`config.mk`:
```
export PLATFORM = sky130hd
export DESIGN_NAME = scirq_supervisor
export DESIGN_NICKNAME = d
export VERILOG_FILES = /design/src/verilog/scirq_pkg.sv /design/src/verilog/scirq_clk_gate_sel.sv /design/src/verilog/scirq_osc_verify.sv /design/src/verilog/scirq_supervisor.sv
export SDC_FILE = /design/constraint.sdc
export NUM_CORES = 1
export LEC_CHECK = 0
export ABC_CLOCK_PERIOD_IN_PS = 2450
export BUFFER_PORTS_ARGS = -buffer_cell sky130_fd_sc_hd__clkbuf_2
export CORE_ASPECT_RATIO = 1.25
export CORE_MARGIN = 3
export CORE_UTILIZATION = 53
export CTS_BUF_LIST = sky130_fd_sc_hd__clkbuf_2
export CTS_CLUSTER_DIAMETER = 50
export DETAILED_ROUTE_END_ITERATION = 7
export PLACE_DENSITY = 0.87
export SLEW_MARGIN = 10
export SYNTH_ARGS = -nofsm -noshare
export SYNTH_HDL_FRONTEND = slang
export SYNTH_SLANG_ARGS = --single-unit
export TNS_END_PERCENT = 30
```
`constraint.sdc`:
```
create_clock -name clk_sys -period 2.45 [get_ports clk_sys]
set_clock_uncertainty 0.2 [all_clocks]
set_input_delay 0.245 -clock clk_sys [delete_from_list [all_inputs] [get_ports clk_sys]]
set_output_delay 0.245 -clock clk_sys [all_outputs]
set_load 0.05 [all_outputs]
```
`src/verilog/scirq_pkg.sv`:
```
// package for the system-control interrupt supervisor
// assumes a single 40 MHz system clock and synchronous active-low reset
package scirq_pkg;
    localparam int NUM_SRC = 7;
    localparam int NUM_PERIPH = 8;
    // event bit positions
    localparam int BIT_PLL_LOCK = 0;
    localparam int BIT_CUR_LIMIT = 1;
    localparam int BIT_IOSC_FAIL = 2;
    localparam int BIT_MOSC_FAIL = 3;
    localparam int BIT_REG_DROOP = 4;
    localparam int BIT_SUP_DROOP = 5;
    localparam int BIT_PLL_FAIL = 6;
    localparam logic [6:0] SRC_RESET = 7'h00;
    localparam logic [6:0] MASK_RESET = 7'h00;
    // regulator choice: code 0 = 2.25 V ... code 10 = 2.75 V, 50 mV steps
    localparam logic [3:0] VOLT_CODE_MAX = 4'ha;
    localparam logic [3:0] VOLT_RESET = 4'h5;
    // verification window in reference ticks: target silent this long means failed
    localparam logic [3:0] VERIFY_TICKS = 4'h8;
    localparam int CLK_HZ = 40_000_000;
    localparam int CLK_PERIOD_NS = 1_000_000_000 / CLK_HZ;

    typedef struct packed {
        logic pll_failure_event;
        logic supply_droop_event;
        logic regulator_droop_event;
        logic main_osc_failure_event;
        logic internal_osc_failure_event;
        logic regulator_current_limit_event;
        logic pll_locked_event;
    } scirq_src_t;

    typedef enum logic [1:0] {
        SCIRQ_V_IDLE = 2'b00,
        SCIRQ_V_RUN = 2'b01,
        SCIRQ_V_FAIL = 2'b10
    } scirq_vstate_t;
endpackage

```
`src/verilog/scirq_clk_gate_sel.sv`:
```
// per-peripheral clock enable selection for run, sleep and deep-sleep
// assumes the power mode inputs are steady levels from the power controller
`timescale 1ns/1ps
`default_nettype none
module scirq_clk_gate_sel (
    input wire logic clk_sys,
    input wire logic rst_b,
    input wire logic gating_en,
    input wire logic in_sleep,
    input wire logic in_deep_sleep,
    input wire logic [7:0] run_en,
    input wire logic [7:0] sleep_en,
    input wire logic [7:0] deep_sleep_en,
    output logic [7:0] periph_clk_en
);
    genvar g;
    generate
        for (g = 0; g < scirq_pkg::NUM_PERIPH; g++) begin : g_per
            // deep-sleep settings stay held outside but are ignored while gating is off
            always_ff @(posedge clk_sys) begin
                if (!rst_b) begin
                    periph_clk_en[g] <= 1'b0;
                end else if (!gating_en) begin
                    periph_clk_en[g] <= run_en[g];
                end else if (in_deep_sleep) begin
                    periph_clk_en[g] <= deep_sleep_en[g];
                end else if (in_sleep) begin
                    periph_clk_en[g] <= sleep_en[g];
                end else begin
                    periph_clk_en[g] <= run_en[g];
                end
            end
        end
    endgenerate

    property p_gate_off_runs;
        @(posedge clk_sys) disable iff (!rst_b)
        (!gating_en) |=> (periph_clk_en == $past(run_en));
    endproperty
    a_gate_off_runs: assert property (p_gate_off_runs) else $error("gating off but clocks differ");

    property p_gate_on_deep;
        @(posedge clk_sys) disable iff (!rst_b)
        (gating_en && in_deep_sleep) |=> (periph_clk_en == $past(deep_sleep_en));
    endproperty
    a_gate_on_deep: assert property (p_gate_on_deep) else $error("deep-sleep selection wrong");

    property p_gate_off_deep_ignored;
        @(posedge clk_sys) disable iff (!rst_b)
        (!gating_en && in_deep_sleep) |=> (periph_clk_en == $past(run_en));
    endproperty
    a_gate_off_deep_ignored: assert property (p_gate_off_deep_ignored) else $error("deep-sleep applied while off");
endmodule
`default_nettype wire

```
`src/verilog/scirq_osc_verify.sv`:
```
// one oscillator verification timer
// ref_tick and tgt_tick are one-cycle pulses already in the clk_sys domain
`timescale 1ns/1ps
`default_nettype none
module scirq_osc_verify (
    input wire logic clk_sys,
    input wire logic rst_b,
    input wire logic enable,
    input wire logic ref_running,
    input wire logic tgt_running,
    input wire logic ref_tick,
    input wire logic tgt_tick,
    input wire logic rearm,
    output logic fail_pulse
);
    scirq_pkg::scirq_vstate_t state_ff;
    scirq_pkg::scirq_vstate_t nxt_state;
    logic [3:0] cnt_ff;
    logic active;

    // counts reference ticks, so it only runs while both oscillators are on
    assign active = enable && ref_running && tgt_running;

    always_comb begin
        nxt_state = state_ff;
        case (state_ff)
            scirq_pkg::SCIRQ_V_IDLE: begin
                if (active) begin
                    nxt_state = scirq_pkg::SCIRQ_V_RUN;
                end
            end
            scirq_pkg::SCIRQ_V_RUN: begin
                if (!active) begin
                    nxt_state = scirq_pkg::SCIRQ_V_IDLE;
                end else if (ref_tick && !tgt_tick && cnt_ff == scirq_pkg::VERIFY_TICKS - 4'h1) begin
                    nxt_state = scirq_pkg::SCIRQ_V_FAIL;
                end
            end
            scirq_pkg::SCIRQ_V_FAIL: begin
                // stays reported until software rearms it
                if (rearm) begin
                    nxt_state = scirq_pkg::SCIRQ_V_IDLE;
                end
            end
            default: nxt_state = scirq_pkg::SCIRQ_V_IDLE;
        endcase
    end

    always_ff @(posedge clk_sys) begin
        if (!rst_b) begin
            state_ff <= scirq_pkg::SCIRQ_V_IDLE;
        end else begin
            state_ff <= nxt_state;
        end
    end

    always_ff @(posedge clk_sys) begin
        if (!rst_b || state_ff != scirq_pkg::SCIRQ_V_RUN || tgt_tick) begin
            cnt_ff <= 4'h0;
        end else if (ref_tick) begin
            cnt_ff <= cnt_ff + 4'h1;
        end
    end

    assign fail_pulse = (state_ff == scirq_pkg::SCIRQ_V_RUN)
                        && (nxt_state == scirq_pkg::SCIRQ_V_FAIL);
endmodule
`default_nettype wire

```
`src/verilog/scirq_supervisor.sv`:
```
// system-control interrupt supervisor: event latching, masking, status, regulator,
// oscillator verification and sleep clock gating selection
// assumes all inputs are synchronous to clk_sys; oscillator ticks are pre-synchronised pulses
`timescale 1ns/1ps
`default_nettype none
// Operation
// - seven event sources: pll lock, current limit, two osc failures, two droops, pll fail
// - clear command drops exactly the sources selected in the bit mask
// - latched source stays set until software clears it
// - per-source enable mask; only enabled sources reach the interrupt
// - status readable raw or masked
// - all enabled sources are ORed into one interrupt line
// - internal oscillator verify timer, switchable, raises internal osc failure
// - internal osc timer counts main oscillator ticks, needs both running
// - main oscillator verify timer, switchable, raises main osc failure
// - main osc timer counts internal oscillator ticks, needs both running
// - clearing verification status rearms both timers
// - regulator fault control chooses reset or no reset on lost regulation
// - regulator voltage resets to 2.5 V, eleven steps 2.25 to 2.75 V
// - voltage read returns the held setting, not a measurement
// - clock gating off (default): peripherals clocked as in run mode
// - clock gating on: sleep and deep-sleep configurations apply
// - deep-sleep settings kept but unused while gating is off
module scirq_supervisor (
    input wire logic clk_sys,
    input wire logic rst_b,
    input wire scirq_pkg::scirq_src_t hw_events,
    input wire logic [6:0] source_bit_mask,
    input wire logic clear_strobe,
    input wire logic enable_strobe,
    input wire logic disable_strobe,
    input wire logic masked_view_select,
    output scirq_pkg::scirq_src_t status_view,
    output logic sysctl_irq,
    input wire logic iosc_verify_wr,
    input wire logic mosc_verify_wr,
    input wire logic feature_enable_flag,
    input wire logic verify_clear_strobe,
    input wire logic main_osc_running,
    input wire logic int_osc_running,
    input wire logic main_osc_tick,
    input wire logic int_osc_tick,
    input wire logic regulator_cfg_wr,
    input wire logic regulator_fault_resets,
    input wire logic regulator_unregulated,
    output logic regulator_reset_req,
    input wire logic voltage_wr,
    input wire logic [3:0] regulator_voltage_choice,
    output logic [3:0] regulator_voltage_code,
    input wire logic gating_wr,
    input wire logic in_sleep,
    input wire logic in_deep_sleep,
    input wire logic [7:0] run_en,
    input wire logic [7:0] sleep_en,
    input wire logic [7:0] deep_sleep_en,
    output logic [7:0] periph_clk_en
);
    logic [6:0] src_ff;
    logic [6:0] nxt_src;
    logic [6:0] mask_ff;
    logic [6:0] set_vec;
    logic iosc_ver_en_ff;
    logic mosc_ver_en_ff;
    logic reg_rst_en_ff;
    logic gating_en_ff;
    logic iosc_fail;
    logic mosc_fail;

    // internal osc checked against main osc ticks
    scirq_osc_verify u_iosc_verify (
        .clk_sys(clk_sys),
        .rst_b(rst_b),
        .enable(iosc_ver_en_ff),
        .ref_running(main_osc_running),
        .tgt_running(int_osc_running),
        .ref_tick(main_osc_tick),
        .tgt_tick(int_osc_tick),
        .rearm(verify_clear_strobe),
        .fail_pulse(iosc_fail)
    );

    // main osc checked against internal osc ticks
    scirq_osc_verify u_mosc_verify (
        .clk_sys(clk_sys),
        .rst_b(rst_b),
        .enable(mosc_ver_en_ff),
        .ref_running(int_osc_running),
        .tgt_running(main_osc_running),
        .ref_tick(int_osc_tick),
        .tgt_tick(main_osc_tick),
        .rearm(verify_clear_strobe),
        .fail_pulse(mosc_fail)
    );

    always_comb begin
        set_vec = hw_events;
        set_vec[scirq_pkg::BIT_IOSC_FAIL] = hw_events.internal_osc_failure_event | iosc_fail;
        set_vec[scirq_pkg::BIT_MOSC_FAIL] = hw_events.main_osc_failure_event | mosc_fail;
        // set wins over a clear in the same cycle so no event is lost
        if (clear_strobe) begin
            nxt_src = (src_ff & ~source_bit_mask) | set_vec;
        end else begin
            nxt_src = src_ff | set_vec;
        end
    end

    always_ff @(posedge clk_sys) begin
        if (!rst_b) begin
            src_ff <= scirq_pkg::SRC_RESET;
        end else begin
            src_ff <= nxt_src;
        end
    end

    always_ff @(posedge clk_sys) begin
        if (!rst_b) begin
            mask_ff <= scirq_pkg::MASK_RESET;
        end else if (enable_strobe) begin
            mask_ff <= mask_ff | source_bit_mask;
        end else if (disable_strobe) begin
            mask_ff <= mask_ff & ~source_bit_mask;
        end
    end

    always_ff @(posedge clk_sys) begin
        if (!rst_b) begin
            status_view <= '0;
        end else if (masked_view_select) begin
            status_view <= src_ff & mask_ff;
        end else begin
            status_view <= src_ff;
        end
    end

    // the line follows the latch directly, so a late clear leaves it up (handler re-entry)
    assign sysctl_irq = |(src_ff & mask_ff);

    always_ff @(posedge clk_sys) begin
        if (!rst_b) begin
            iosc_ver_en_ff <= 1'b0;
            mosc_ver_en_ff <= 1'b0;
        end else begin
            if (iosc_verify_wr) begin
                iosc_ver_en_ff <= feature_enable_flag;
            end
            if (mosc_verify_wr) begin
                mosc_ver_en_ff <= feature_enable_flag;
            end
        end
    end

    always_ff @(posedge clk_sys) begin
        if (!rst_b) begin
            reg_rst_en_ff <= 1'b0;
        end else if (regulator_cfg_wr) begin
            reg_rst_en_ff <= regulator_fault_resets;
        end
    end

    always_ff @(posedge clk_sys) begin
        if (!rst_b) begin
            regulator_reset_req <= 1'b0;
        end else begin
            regulator_reset_req <= reg_rst_en_ff && regulator_unregulated;
        end
    end

    // out-of-range codes are ignored so the held value is always one of eleven steps
    always_ff @(posedge clk_sys) begin
        if (!rst_b) begin
            regulator_voltage_code <= scirq_pkg::VOLT_RESET;
        end else if (voltage_wr && regulator_voltage_choice <= scirq_pkg::VOLT_CODE_MAX) begin
            regulator_voltage_code <= regulator_voltage_choice;
        end
    end

    always_ff @(posedge clk_sys) begin
        if (!rst_b) begin
            gating_en_ff <= 1'b0;
        end else if (gating_wr) begin
            gating_en_ff <= feature_enable_flag;
        end
    end

    scirq_clk_gate_sel u_gate (
        .clk_sys(clk_sys),
        .rst_b(rst_b),
        .gating_en(gating_en_ff),
        .in_sleep(in_sleep),
        .in_deep_sleep(in_deep_sleep),
        .run_en(run_en),
        .sleep_en(sleep_en),
        .deep_sleep_en(deep_sleep_en),
        .periph_clk_en(periph_clk_en)
    );

    property p_clear_drops;
        @(posedge clk_sys) disable iff (!rst_b)
        (clear_strobe && source_bit_mask[0] && !hw_events[0]) |=> !src_ff[0];
    endproperty
    a_clear_drops: assert property (p_clear_drops) else $error("cleared source still set");

    property p_clear_zero_keeps;
        @(posedge clk_sys) disable iff (!rst_b)
        (clear_strobe && !source_bit_mask[3] && src_ff[3]) |=> src_ff[3];
    endproperty
    a_clear_zero_keeps: assert property (p_clear_zero_keeps) else $error("unselected source lost");

    property p_sticky;
        @(posedge clk_sys) disable iff (!rst_b)
        (src_ff[5] && !clear_strobe) |=> src_ff[5];
    endproperty
    a_sticky: assert property (p_sticky) else $error("source dropped without clear");

    property p_event_latches;
        @(posedge clk_sys) disable iff (!rst_b)
        hw_events.pll_failure_event |=> src_ff[scirq_pkg::BIT_PLL_FAIL];
    endproperty
    a_event_latches: assert property (p_event_latches) else $error("event not latched");

    property p_irq_mask;
        @(posedge clk_sys) disable iff (!rst_b)
        (mask_ff == 7'h00) |-> !sysctl_irq;
    endproperty
    a_irq_mask: assert property (p_irq_mask) else $error("irq without enabled source");

    property p_irq_up;
        @(posedge clk_sys) disable iff (!rst_b)
        (src_ff[1] && mask_ff[1]) |-> sysctl_irq;
    endproperty
    a_irq_up: assert property (p_irq_up) else $error("enabled source not on irq");

    property p_masked_view;
        @(posedge clk_sys) disable iff (!rst_b)
        masked_view_select |=> (status_view == ($past(src_ff) & $past(mask_ff)));
    endproperty
    a_masked_view: assert property (p_masked_view) else $error("masked status wrong");

    property p_volt_reset;
        @(posedge clk_sys)
        !rst_b |=> (regulator_voltage_code == scirq_pkg::VOLT_RESET);
    endproperty
    a_volt_reset: assert property (p_volt_reset) else $error("voltage not at default");

    property p_reg_noreset;
        @(posedge clk_sys) disable iff (!rst_b)
        !reg_rst_en_ff |=> !regulator_reset_req;
    endproperty
    a_reg_noreset: assert property (p_reg_noreset) else $error("reset despite no-reset mode");

    property p_set_beats_clear;
        @(posedge clk_sys) disable iff (!rst_b)
        (clear_strobe && source_bit_mask[0] && hw_events.pll_locked_event) |=> src_ff[0];
    endproperty
    a_set_beats_clear: assert property (p_set_beats_clear) else $error("event lost to clear");

    property p_raw_view;
        @(posedge clk_sys) disable iff (!rst_b)
        !masked_view_select |=> (status_view == $past(src_ff));
    endproperty
    a_raw_view: assert property (p_raw_view) else $error("raw status wrong");

    property p_mask_enable;
        @(posedge clk_sys) disable iff (!rst_b)
        enable_strobe |=> ((mask_ff & $past(source_bit_mask)) == $past(source_bit_mask));
    endproperty
    a_mask_enable: assert property (p_mask_enable) else $error("enable did not set mask");

    property p_mask_disable;
        @(posedge clk_sys) disable iff (!rst_b)
        (disable_strobe && !enable_strobe) |=> ((mask_ff & $past(source_bit_mask)) == 7'h00);
    endproperty
    a_mask_disable: assert property (p_mask_disable) else $error("disable left mask set");

    property p_iosc_fail_sets;
        @(posedge clk_sys) disable iff (!rst_b)
        iosc_fail |=> src_ff[scirq_pkg::BIT_IOSC_FAIL];
    endproperty
    a_iosc_fail_sets: assert property (p_iosc_fail_sets) else $error("internal osc fail lost");

    property p_mosc_fail_sets;
        @(posedge clk_sys) disable iff (!rst_b)
        mosc_fail |=> src_ff[scirq_pkg::BIT_MOSC_FAIL];
    endproperty
    a_mosc_fail_sets: assert property (p_mosc_fail_sets) else $error("main osc fail lost");

    property p_two_osc;
        @(posedge clk_sys) disable iff (!rst_b)
        (!main_osc_running || !int_osc_running) |-> !(iosc_fail || mosc_fail);
    endproperty
    a_two_osc: assert property (p_two_osc) else $error("fail with osc off");

    property p_volt_held;
        @(posedge clk_sys) disable iff (!rst_b)
        !voltage_wr |=> $stable(regulator_voltage_code);
    endproperty
    a_volt_held: assert property (p_volt_held) else $error("voltage changed unwritten");

    property p_reg_reset_follows;
        @(posedge clk_sys) disable iff (!rst_b)
        (reg_rst_en_ff && regulator_unregulated) |=> regulator_reset_req;
    endproperty
    a_reg_reset_follows: assert property (p_reg_reset_follows) else $error("no reset request");
endmodule
`default_nettype wire
```
==> After elaboration in Yosys (flattened, before gate mapping) <==
Index checks and enable logic that the tools add are counted.
{ "word_totals": {"n_memories": 0, "input_bits": 63, "latchBits": 0, "word_cells": 110, "mem_bits_ro": 0, "ram_bits": 0, "regBits": 50} }
{ "classes": {"n_eq_ne": 10, "multipliers": 0, "add_sub_neg": 2, "mux": 38, "n_reduce_logical": 23, "shift": 0, "order_cmp": 1, "bitwise_logic": 9, "div": 0} }
{ "ops": {"columns": ["op", "count"], "rows": [
  ["two-way mux 7 bit", 4],
  ["two-way mux 1 bit", 24],
  ["bitwise AND 7 bit", 3],
  ["bitwise OR 7 bit", 3],
  ["two-way mux 2 bit", 8],
  ["logical AND 1 bit", 12],
  ["case mux 2 bit (3 select lines)", 2],
  ["adder 4 x 1 -> 4 bit, second input constant", 2],
  ["== test 2 bit, second input constant", 4],
  ["== test 4 x 3 -> 1 bit, second input constant", 2],
  ["NOT 7 bit", 1],
  ["OR reduction 7 bit", 1],
  ["== test 2 x 1 -> 1 bit, second input constant", 2],
  ["less-or-equal comparator 4 bit, second input constant", 1],
  ["logical NOT 2 bit", 2],
  ["logical OR 1 bit", 4],
  ["!= test 2 x 1 -> 1 bit, second input constant", 2],
  ["logical NOT 1 bit", 3],
  ["bitwise OR 1 bit", 2],
  ["nonzero test 2 bit", 1]
]} }

==> Longest topological paths before layout <==
Gate-level depths: netlist of the first run.
{ "logic_depth": {"depth_word": 11, "depth_mapped": 5, "ltp_nobuf": 4} }

==> By module <==
From an unflattened synthesis of the first run, not the netlist that was laid out.
{ "hier_totals": {"cells_unflattened": 220, "hier_area_um2": 2164.6} }
{ "by_module_without_submodules": {"columns": ["module", "instances", "cells_each", "area_per_inst_um2", "seq_area_each_um2"], "rows": [
  ["scirq_supervisor", 1, 125, 1133.6, 600.6],
  ["scirq_osc_verify", 2, 26, 270.3, 120.1],
  ["scirq_clk_gate_sel", 1, 43, 490.5, 160.2]
]} }

==> Least setup slack after synthesis of the first run <==
OpenSTA, ideal clock, no wires.
{ "synth_timing": {"path_kind": "reg-to-output", "start": "register src_ff[2]", "end": "output sysctl_irq", "slack_ps": 958, "path_stages_with_launch": 3, "arrival_ps": 1047, "n_path_buf": 0, "path_cell_list": "dfxtp_1 a222oi_1 nand3_1"} }
{ "synth_between": {"elab_chain_len": 2} }
{ "synth_lines": {"columns": ["item", "line_no", "rtl"], "rows": [
  ["from (decl)", "scirq_supervisor.sv:58", "logic [6:0] src_ff;"],
  ["from (signal assigned)", "scirq_supervisor.sv:109", "src_ff <= scirq_pkg::SRC_RESET;"],
  ["from (signal assigned)", "scirq_supervisor.sv:111", "src_ff <= nxt_src;"],
  ["bitwise AND 7 bit", "scirq_supervisor.sv:136", "assign sysctl_irq = |(src_ff & mask_ff);"],
  ["OR reduction 7 bit", "scirq_supervisor.sv:136", null],
  ["to (decl)", "scirq_supervisor.sv:34", "output logic sysctl_irq,"]
]} }
No other way between the ends.

==> Worst setup path after layout of the first run <==
{ "layout_timing": {"start": "input regulator_voltage_choice[0]", "end": "register regulator_voltage_code[1]"} }
{ "layout_between": {"elab_chain_len": 2} }
{ "layout_lines": {"columns": ["item", "line_no", "rtl"], "rows": [
  ["from (decl)", "scirq_supervisor.sv:48", "input wire logic [3:0] regulator_voltage_choice,"],
  ["less-or-equal comparator 4 bit", "scirq_supervisor.sv:172", "end else if (voltage_wr && regulator_voltage_choice <= scirq_pkg::VOLT_CODE_MAX) begin"],
  ["logical AND 1 bit", "scirq_supervisor.sv:172", null],
  ["to (signal assigned)", "scirq_supervisor.sv:171", "regulator_voltage_code <= scirq_pkg::VOLT_RESET;"],
  ["to (signal assigned)", "scirq_supervisor.sv:173", "regulator_voltage_code <= regulator_voltage_choice;"],
  ["to (decl)", "scirq_supervisor.sv:49", "output logic [3:0] regulator_voltage_code,"]
]} }
No other way between the ends.
A chain may end at the register's enable or synchronous reset.

==> results.rst, run 1 <==
.. list-table::
   :header-rows: 1

   * - Metric
     - Value
   * - Effective utilization at floorplan
     - a little under three fifths
   * - Sequential cell area
     - 1000 sq um
   * - Final weighted congestion of routability-driven global placement
     - 0.858
   * - Minimum clock period
     - ~2.3 ns
   * - Gate power share
     - about a quarter
   * - Worst slew margin relative to its limit
     - between 40% and 50%
   * - Outcome
     - completed
   * - Most used standard cell by instance count after synthesis
     - sky130_fd_sc_hd__dfxtp_1
   * - Number of design rule violations left after detail routing
     - 0
   * - Share of cell area taken by muxes after synthesis
     - around 6.8%
   * - Instance count of the mapped netlist
     - between 200 and 250
   * - Synthesis-stage register bit count
     - 50
   * - Buffers from clock root to sink, at most
     - 2
   * - Class of the most critical setup path
     - input port to register
   * - Post-placement cell area
     - between 2000 and 2500 sq um
   * - Required arrival time at the worst endpoint
     - between 2 and 3 ns
   * - Number of fill cells
     - between 150 and 200
   * - Static Leak
     - 1.52 nW
   * - Number of clock sinks
     - 50
   * - Dominant cell type by area after synthesis
     - sky130_fd_sc_hd__dfxtp_1
   * - First-pass GRT wire length
     - 11.2 mm
   * - Area added between synthesis and finish
     - 56.4%
   * - Footprint of the multi-input gates
     - roughly 960 sq um
   * - Vias per inst
     - approximately 5.7
   * - Insertion delay to the later sink of the worst-skew pair
     - ~0.45 ns
   * - Min-Delay Path Class
     - input port to register
   * - CP Max Fanout
     - 4
   * - Total Neg Setup Slack
     - 0 ns
   * - Fraction of power consumed by sequential logic
     - approximately 55%
   * - EDFF count, synth
     - 0
   * - Final std cell area, no fill
     - 3200 sq um
   * - Root cell of the clock tree
     - sky130_fd_sc_hd__clkbuf_2
   * - Number of levels in the clock H-tree
     - 2
   * - Share of the clock period used by the worst path
     - between 90% and 100%
   * - Floorplan die width
     - around 62 um
   * - Share of final-layout standard cells stronger than drive strength 1
     - about a quarter
   * - Category of the worst setup path capture point
     - register
   * - Cell-internal power
     - between 1 and 1.5 mW
   * - Grt ovf
     - 0
   * - Dominant combinational cell family by area after synthesis
     - simple AND/OR/NAND/NOR gates
   * - Portion of the post-synthesis area used by sequential elements
     - between 40% and 50%
   * - Top-area cell type share of the netlist area
     - about half
   * - Startpoint class of the critical path
     - input port
   * - Final-stage net count
     - about 430
   * - Post-route worst setup slack
     - 0.172 ns
   * - Routed via count
     - 2318
   * - Setup violation total in the final timing report
     - 0
   * - Synth async-reset ratio
     - 0%
   * - Syn Nets
     - 282
   * - Total power divided by cell area
     - 498 nW/um^2
   * - Internal reg-to-reg setup slack
     - roughly 0.18 ns
   * - Number of slew-limit violations in the final report
     - 0
   * - Transition at the pin with the smallest max-transition slack
     - between 0.7 and 0.8 ns
   * - Synth Area in Simple Gates
     - a little under a fifth
   * - Worst voltage drop across the vdd grid
     - between 0.4 and 0.5 mV
   * - Detailed Place HPWL
     - around 3.3 mm
   * - Net load switching power
     - roughly 0.49 mW
   * - Placement-stage worst setup slack
     - approximately 0.95 ns
   * - Post-synthesis average cell area
     - 9.43 sq um
   * - Adder and majority cell fraction of the synthesized area
     - under 10%
   * - Hold Slack
     - around 0.017 ns
   * - Count of nets left with antenna violations after detail routing
     - 0
   * - Setup repair after global routing missed its margin
     - false
   * - Post-layout instance count excluding filler cells
     - approximately 410
   * - Warnings from Yosys
     - 0
   * - Share of the synthesized netlist area taken by xor and xnor gates
     - 2.57%
   * - Worst endpoint data arrival time
     - 2.49 ns
   * - Switching power share of the total
     - a little under a third
   * - Top cell types by occurrence after synthesis
     - sky130_fd_sc_hd__dfxtp_1, sky130_fd_sc_hd__nand2_1, sky130_fd_sc_hd__nor2b_1
   * - Clock power share
     - a little over a fifth
   * - Area of the die
     - approximately 4600 sq um
   * - Most used flip-flop cell after synthesis
     - sky130_fd_sc_hd__dfxtp_1
   * - Vias in the first global route
     - 2424
   * - Routed length per placed instance
     - between 15 and 20 um
   * - Num rows
     - 24
   * - Clock transition time at the flip-flop clock pins of the worst setup and hold paths
     - approximately 0.25 ns
   * - Port Buffers
     - 83
   * - Number of hold violations in the final report
     - 0
   * - Post-cts gate resize count
     - 0
   * - Maximum operating frequency
     - roughly 440 MHz
   * - Cts bufs inserted
     - 5
   * - Total Wirelength
     - 7.23 mm
   * - Placed Cells incl. Taps
     - ~330
   * - Clock tree from TritonCTS
     - done
   * - MaxCap Viol Count
     - 0
   * - Antenna diode instance count
     - 0
   * - Maximum number of pins on one net before global-route repair
     - between 40 and 50
   * - Iter 0 DRT Violations
     - 260
   * - Distinct cell type count of the synthesized netlist
     - 28
   * - Synthesized area
     - just over 2000 sq um
   * - Ranking of synthesized cells by area
     - sky130_fd_sc_hd__dfxtp_1, sky130_fd_sc_hd__nor2b_1, sky130_fd_sc_hd__mux2i_1
   * - Core Area
     - 3600 sq um
   * - First-pass DRT Iterations
     - 5
   * - Complex-gate fraction of the synthesized area
     - between 10% and 20%
   * - Number of placed I/O pins
     - 84
   * - Antenna violations before repair
     - 0
   * - Total routing usage reported by global routing
     - 33.0%
   * - Die extent in y
     - around 75 um
## area by class of cell
class,count,area share (%)
repair buffers,153,34.9
flip-flops and latches,50,31.3
multi-input cells,150,30.0
well taps,39,1.52
inverters,9,1.06
clock buffers,5,0.782
clock inverters,3,0.508
## worst max-delay path, cell delays in order
cell and delay, ns:
sky130_fd_sc_hd__dlygate4sd3_1 0.54, sky130_fd_sc_hd__clkbuf_2 0.14, sky130_fd_sc_hd__o21ai_0 0.21, sky130_fd_sc_hd__a21oi_1 0.09, sky130_fd_sc_hd__dlygate4sd3_1 0.57, sky130_fd_sc_hd__nor2_1 0.12, sky130_fd_sc_hd__dlygate4sd3_1 0.57
## metal layers
layer  share of wire, %  wire length (um)  global-route usage [%]
met5                  0                 0                       0
met1                 36              2570                    34.0
met4                3.5               252                    15.6
met3                6.8               489                    6.95
met2                 54              3920                    61.8
## through the flow
step	power (mW)	util [%]
after global routing	1.65	88.8
final	1.59	88.8
after floorplan	1.05	-
after detailed placement	1.15	68.2
after global placement	1.14	68.2
after CTS	1.56	88.8
## cell families after synthesis
group                    after synthesis
AO/OA/AOI/OAI                         52
XOR/XNOR                               6
adder cells (fa/ha/maj)                2
buffers and inverters                 17
flip-flops                            50
multiplexers                          14
AND/OR/NAND/NOR                       76
## final timing paths
path / depth (start not counted) / to / start
worst max-delay path: 7 / regulator_voltage_code[1] / regulator_voltage_choice[0]
worst min-delay path: 3 / register / enable_strobe
worst max register to register: 5 / src_ff[2] / src_ff[2]
worst min register to register: 2 / status_view[5] / src_ff[5]
## power by group through the flow
stage	sequential, mW	combinational, mW	clock, mW
2_1_floorplan	0.951	0.102	0
3_3_place_gp	0.888	0.256	0
3_5_place_dp	0.890	0.260	0
4_1_cts	0.874	0.358	0.330
5_1_grt	0.881	0.407	0.366
6_report	0.878	0.383	0.333
## cell usage in the layout (no fill, tap or decap), types with 4 or more instances in the layout
cell type / n
sky130_fd_sc_hd__o21ai_1: 5
sky130_fd_sc_hd__a21oi_1: 17
sky130_fd_sc_hd__dfxtp_1: 50
sky130_fd_sc_hd__nor2b_1: 24
sky130_fd_sc_hd__nand4_1: 6
sky130_fd_sc_hd__xor2_1: 4
sky130_fd_sc_hd__clkbuf_2: 88
sky130_fd_sc_hd__nor2_1: 10
sky130_fd_sc_hd__mux2i_1: 14
sky130_fd_sc_hd__dlygate4sd3_1: 70
sky130_fd_sc_hd__o211a_1: 7
sky130_fd_sc_hd__inv_1: 9
sky130_fd_sc_hd__a22oi_1: 9
sky130_fd_sc_hd__nand2_1: 28
sky130_fd_sc_hd__o21ai_0: 7
## what timing repair did
item | CTS | global route
hold buffers | 70 | 0
setup buffers | 0 | 0
endpoints found under the hold margin | 47 | 0
Power figures use the tool's default switching activity.
==> inputs of run 2 (changes only) <==
ABC_CLOCK_PERIOD_IN_PS = 2000   (was 2450)
CORE_UTILIZATION = 45   (was 53)
PLACE_DENSITY = 0.78   (was 0.87)
clock period = 2 ns   (was 2.45 ns; I/O delays follow)
==> results.rst, run 2 (synthesis results as in run 1) <==
.. list-table::
   :header-rows: 1

   * - Metric
     - Value
   * - Port Buffers
     - 83
   * - MaxCap Viol Count
     - 0
   * - Final std cell area, no fill
     - about 3200 sq um
   * - Transition at the pin with the smallest max-transition slack
     - around 0.68 ns
   * - First-pass GRT wire length
     - around 9.4 mm
   * - Most frequent cells in the layout
     - sky130_fd_sc_hd__clkbuf_2, sky130_fd_sc_hd__dlygate4sd3_1, sky130_fd_sc_hd__dfxtp_1, sky130_fd_sc_hd__nand2_1, sky130_fd_sc_hd__nor2b_1
   * - Hold Slack
     - between 0.09 and 0.1 ns
   * - Crit-path leading delay family
     - buffers and inverters
   * - Minimum clock period
     - between 1.5 and 2 ns
   * - Gate power share
     - a little under a quarter
   * - Area added between synthesis and finish
     - 58.2%
   * - Core Area
     - 4230 sq um
   * - Outcome
     - completed
   * - Net load switching power
     - about 0.56 mW
   * - Total power divided by cell area
     - just under 600 nW/um^2
   * - Worst voltage drop across the vdd grid
     - between 0.3 and 0.4 mV
   * - Placement-stage worst setup slack
     - 0.498 ns
   * - Num rows
     - 26
   * - Vias per inst
     - 4.99
   * - Antenna diode instance count
     - 0
   * - CP Max Fanout
     - 4
   * - Root cell of the clock tree
     - sky130_fd_sc_hd__clkbuf_2
   * - Post-placement cell area
     - about 2500 sq um
   * - Total routing usage reported by global routing
     - a little under a quarter
   * - Worst slew margin relative to its limit
     - 54.3%
   * - Count of nets left with antenna violations after detail routing
     - 0
   * - Antenna violations before repair
     - 0
   * - Number of hold violations in the final report
     - 0
   * - Clock transition time at the flip-flop clock pins of the worst setup and hold paths
     - approximately 0.24 ns
   * - Insertion delay to the later sink of the worst-skew pair
     - 0.43 ns
   * - Switching power share of the total
     - between 20% and 30%
   * - Cell-internal power
     - approximately 1.4 mW
   * - Area of the die
     - around 5400 sq um
   * - Routed length per placed instance
     - roughly 14 um
   * - Buffers from clock root to sink, at most
     - 2
   * - Final weighted congestion of routability-driven global placement
     - approximately 0.77
   * - Maximum operating frequency
     - ~520 MHz
   * - Fraction of power consumed by sequential logic
     - 56.0%
   * - Class of the most critical setup path
     - input port to register
   * - Share of the clock period used by the worst path
     - between 90% and 100%
   * - Static Leak
     - between 1.5 and 2 nW
   * - Clock tree from TritonCTS
     - done
   * - Vias in the first global route
     - ~2.1k
   * - Number of slew-limit violations in the final report
     - 0
   * - Maximum number of pins on one net before global-route repair
     - 45
   * - Startpoint class of the critical path
     - input port
   * - Number of buffers and inverters on the critical path
     - 3
   * - Iter 0 DRT Violations
     - approximately 180
   * - Setup violation total in the final timing report
     - 0
   * - Setup repair after global routing missed its margin
     - true
   * - Number of placed I/O pins
     - 84
   * - Floorplan die width
     - ~66 um
   * - Total Neg Setup Slack
     - 0 ns
   * - First-pass DRT Iterations
     - 4
   * - Number of levels in the clock H-tree
     - 2
   * - Number of setup buffers added after CTS
     - 0
   * - Final-stage net count
     - 434
   * - Category of the worst setup path capture point
     - register
   * - Share of final-layout standard cells stronger than drive strength 1
     - 24.9%
   * - Clock power share
     - 20.1%
   * - Effective utilization at floorplan
     - slightly below 50%
   * - Stage delay of the slowest cell on the critical path
     - ~0.6 ns
   * - Number of fill cells
     - between 200 and 300
   * - Worst path cell trace
     - dlygate4sd3_1 > o21ai_2 > dlygate4sd3_1 > nor2_1 > dlygate4sd3_1
   * - Required arrival time at the worst endpoint
     - ~2.2 ns
   * - Cts bufs inserted
     - 5
   * - Number of design rule violations left after detail routing
     - 0
   * - Most used cell along the critical path
     - sky130_fd_sc_hd__dlygate4sd3_1
   * - Post-route worst setup slack
     - between 0.06 and 0.07 ns
   * - Worst endpoint data arrival time
     - between 2 and 2.5 ns
   * - Most common cell after layout, fill and taps aside
     - sky130_fd_sc_hd__clkbuf_2
   * - Grt ovf
     - 0
   * - Placed Cells incl. Taps
     - 348
   * - Worst-path cell with the longest stage delay
     - sky130_fd_sc_hd__dlygate4sd3_1
   * - Total Wirelength
     - between 5 and 6 mm
   * - Routed via count
     - roughly 2.1k
   * - Number of clock sinks
     - 50
   * - Post-layout instance count excluding filler cells
     - about 430
   * - Min-Delay Path Class
     - input port to register
   * - Detailed Place HPWL
     - 3.40 mm
   * - Die extent in y
     - around 80 um
[run 2: cell count changes in the layout (fill, tap and decap cells not counted)]
cell                            previous run  this run
sky130_fd_sc_hd__dfxtp_2                   0         1
sky130_fd_sc_hd__clkbuf_2                 88        85
sky130_fd_sc_hd__buf_2                     0         1
sky130_fd_sc_hd__dfxtp_1                  50        49
sky130_fd_sc_hd__dlygate4sd3_1            70        71
sky130_fd_sc_hd__o21ai_0                   7         6
sky130_fd_sc_hd__o21ai_2                   0         1
sky130_fd_sc_hd__buf_6                     0         1
[run 2: what timing repair did]
action	in CTS	in global routing
hold endpoints to repair	49	0
hold buffers	71	0
pin swaps	0	2
endpoints found under the setup margin	1	2
resized for setup	1	6
[run 2: routing by layer]
layer | vias up | part of all wire, % | wire [um] | GRT usage, %
met5 | - | 0 | 0 | 0
met4 | 0 | 2.6 | 148 | 9.35
met3 | 14 | 4.9 | 282 | 5.67
met2 | 60 | 55 | 3180 | 43.3
met1 | 997 | 37 | 2150 | 22.9
li1 | 1054 | - | - | -
[run 2: area by class of cell]
class                           instances  area (sq um)  area share, %
Multi-Input combinational cell        150           963           29.8
Tap cell                               56          70.1           2.16
Inverter                                9          33.8           1.04
Sequential cell                        50          1000           31.0
Clock buffer                            5          25.0          0.773
Timing Repair Buffer                  153          1130           34.8
Clock inverter                          3          16.3          0.502
[run 2: path summary, 6_finish.rpt]
check | slack [ns] | cells past startpoint | start | end
setup / recovery | 0.06 | 5 | regulator_voltage_choice[1] | regulator_voltage_code[1]
hold / removal | 0.09 | 2 | rst_b | regulator_voltage_code[2]
setup reg to reg | 0.28 | 4 | gating_en_ff | u_gate.periph_clk_en[3]
hold reg to reg | 0.27 | 2 | src_ff[1] | status_view[1]
[run 2: power groups by stage]
stage | clock network (mW) | registers, mW | logic, mW
2_1_floorplan | 0 | 1.17 | 0.126
3_3_place_gp | 0 | 1.09 | 0.317
3_5_place_dp | 0 | 1.09 | 0.320
4_1_cts | 0.397 | 1.07 | 0.444
5_1_grt | 0.446 | 1.08 | 0.494
6_report | 0.386 | 1.07 | 0.458
[run 2: metrics by stage]
step,utilization (%),power (mW)
5_1_grt,76.6,2.02
3_5_place_dp,58.6,1.41
6_report,76.6,1.92
4_1_cts,76.5,1.91
2_1_floorplan,-,1.29
3_3_place_gp,58.6,1.41
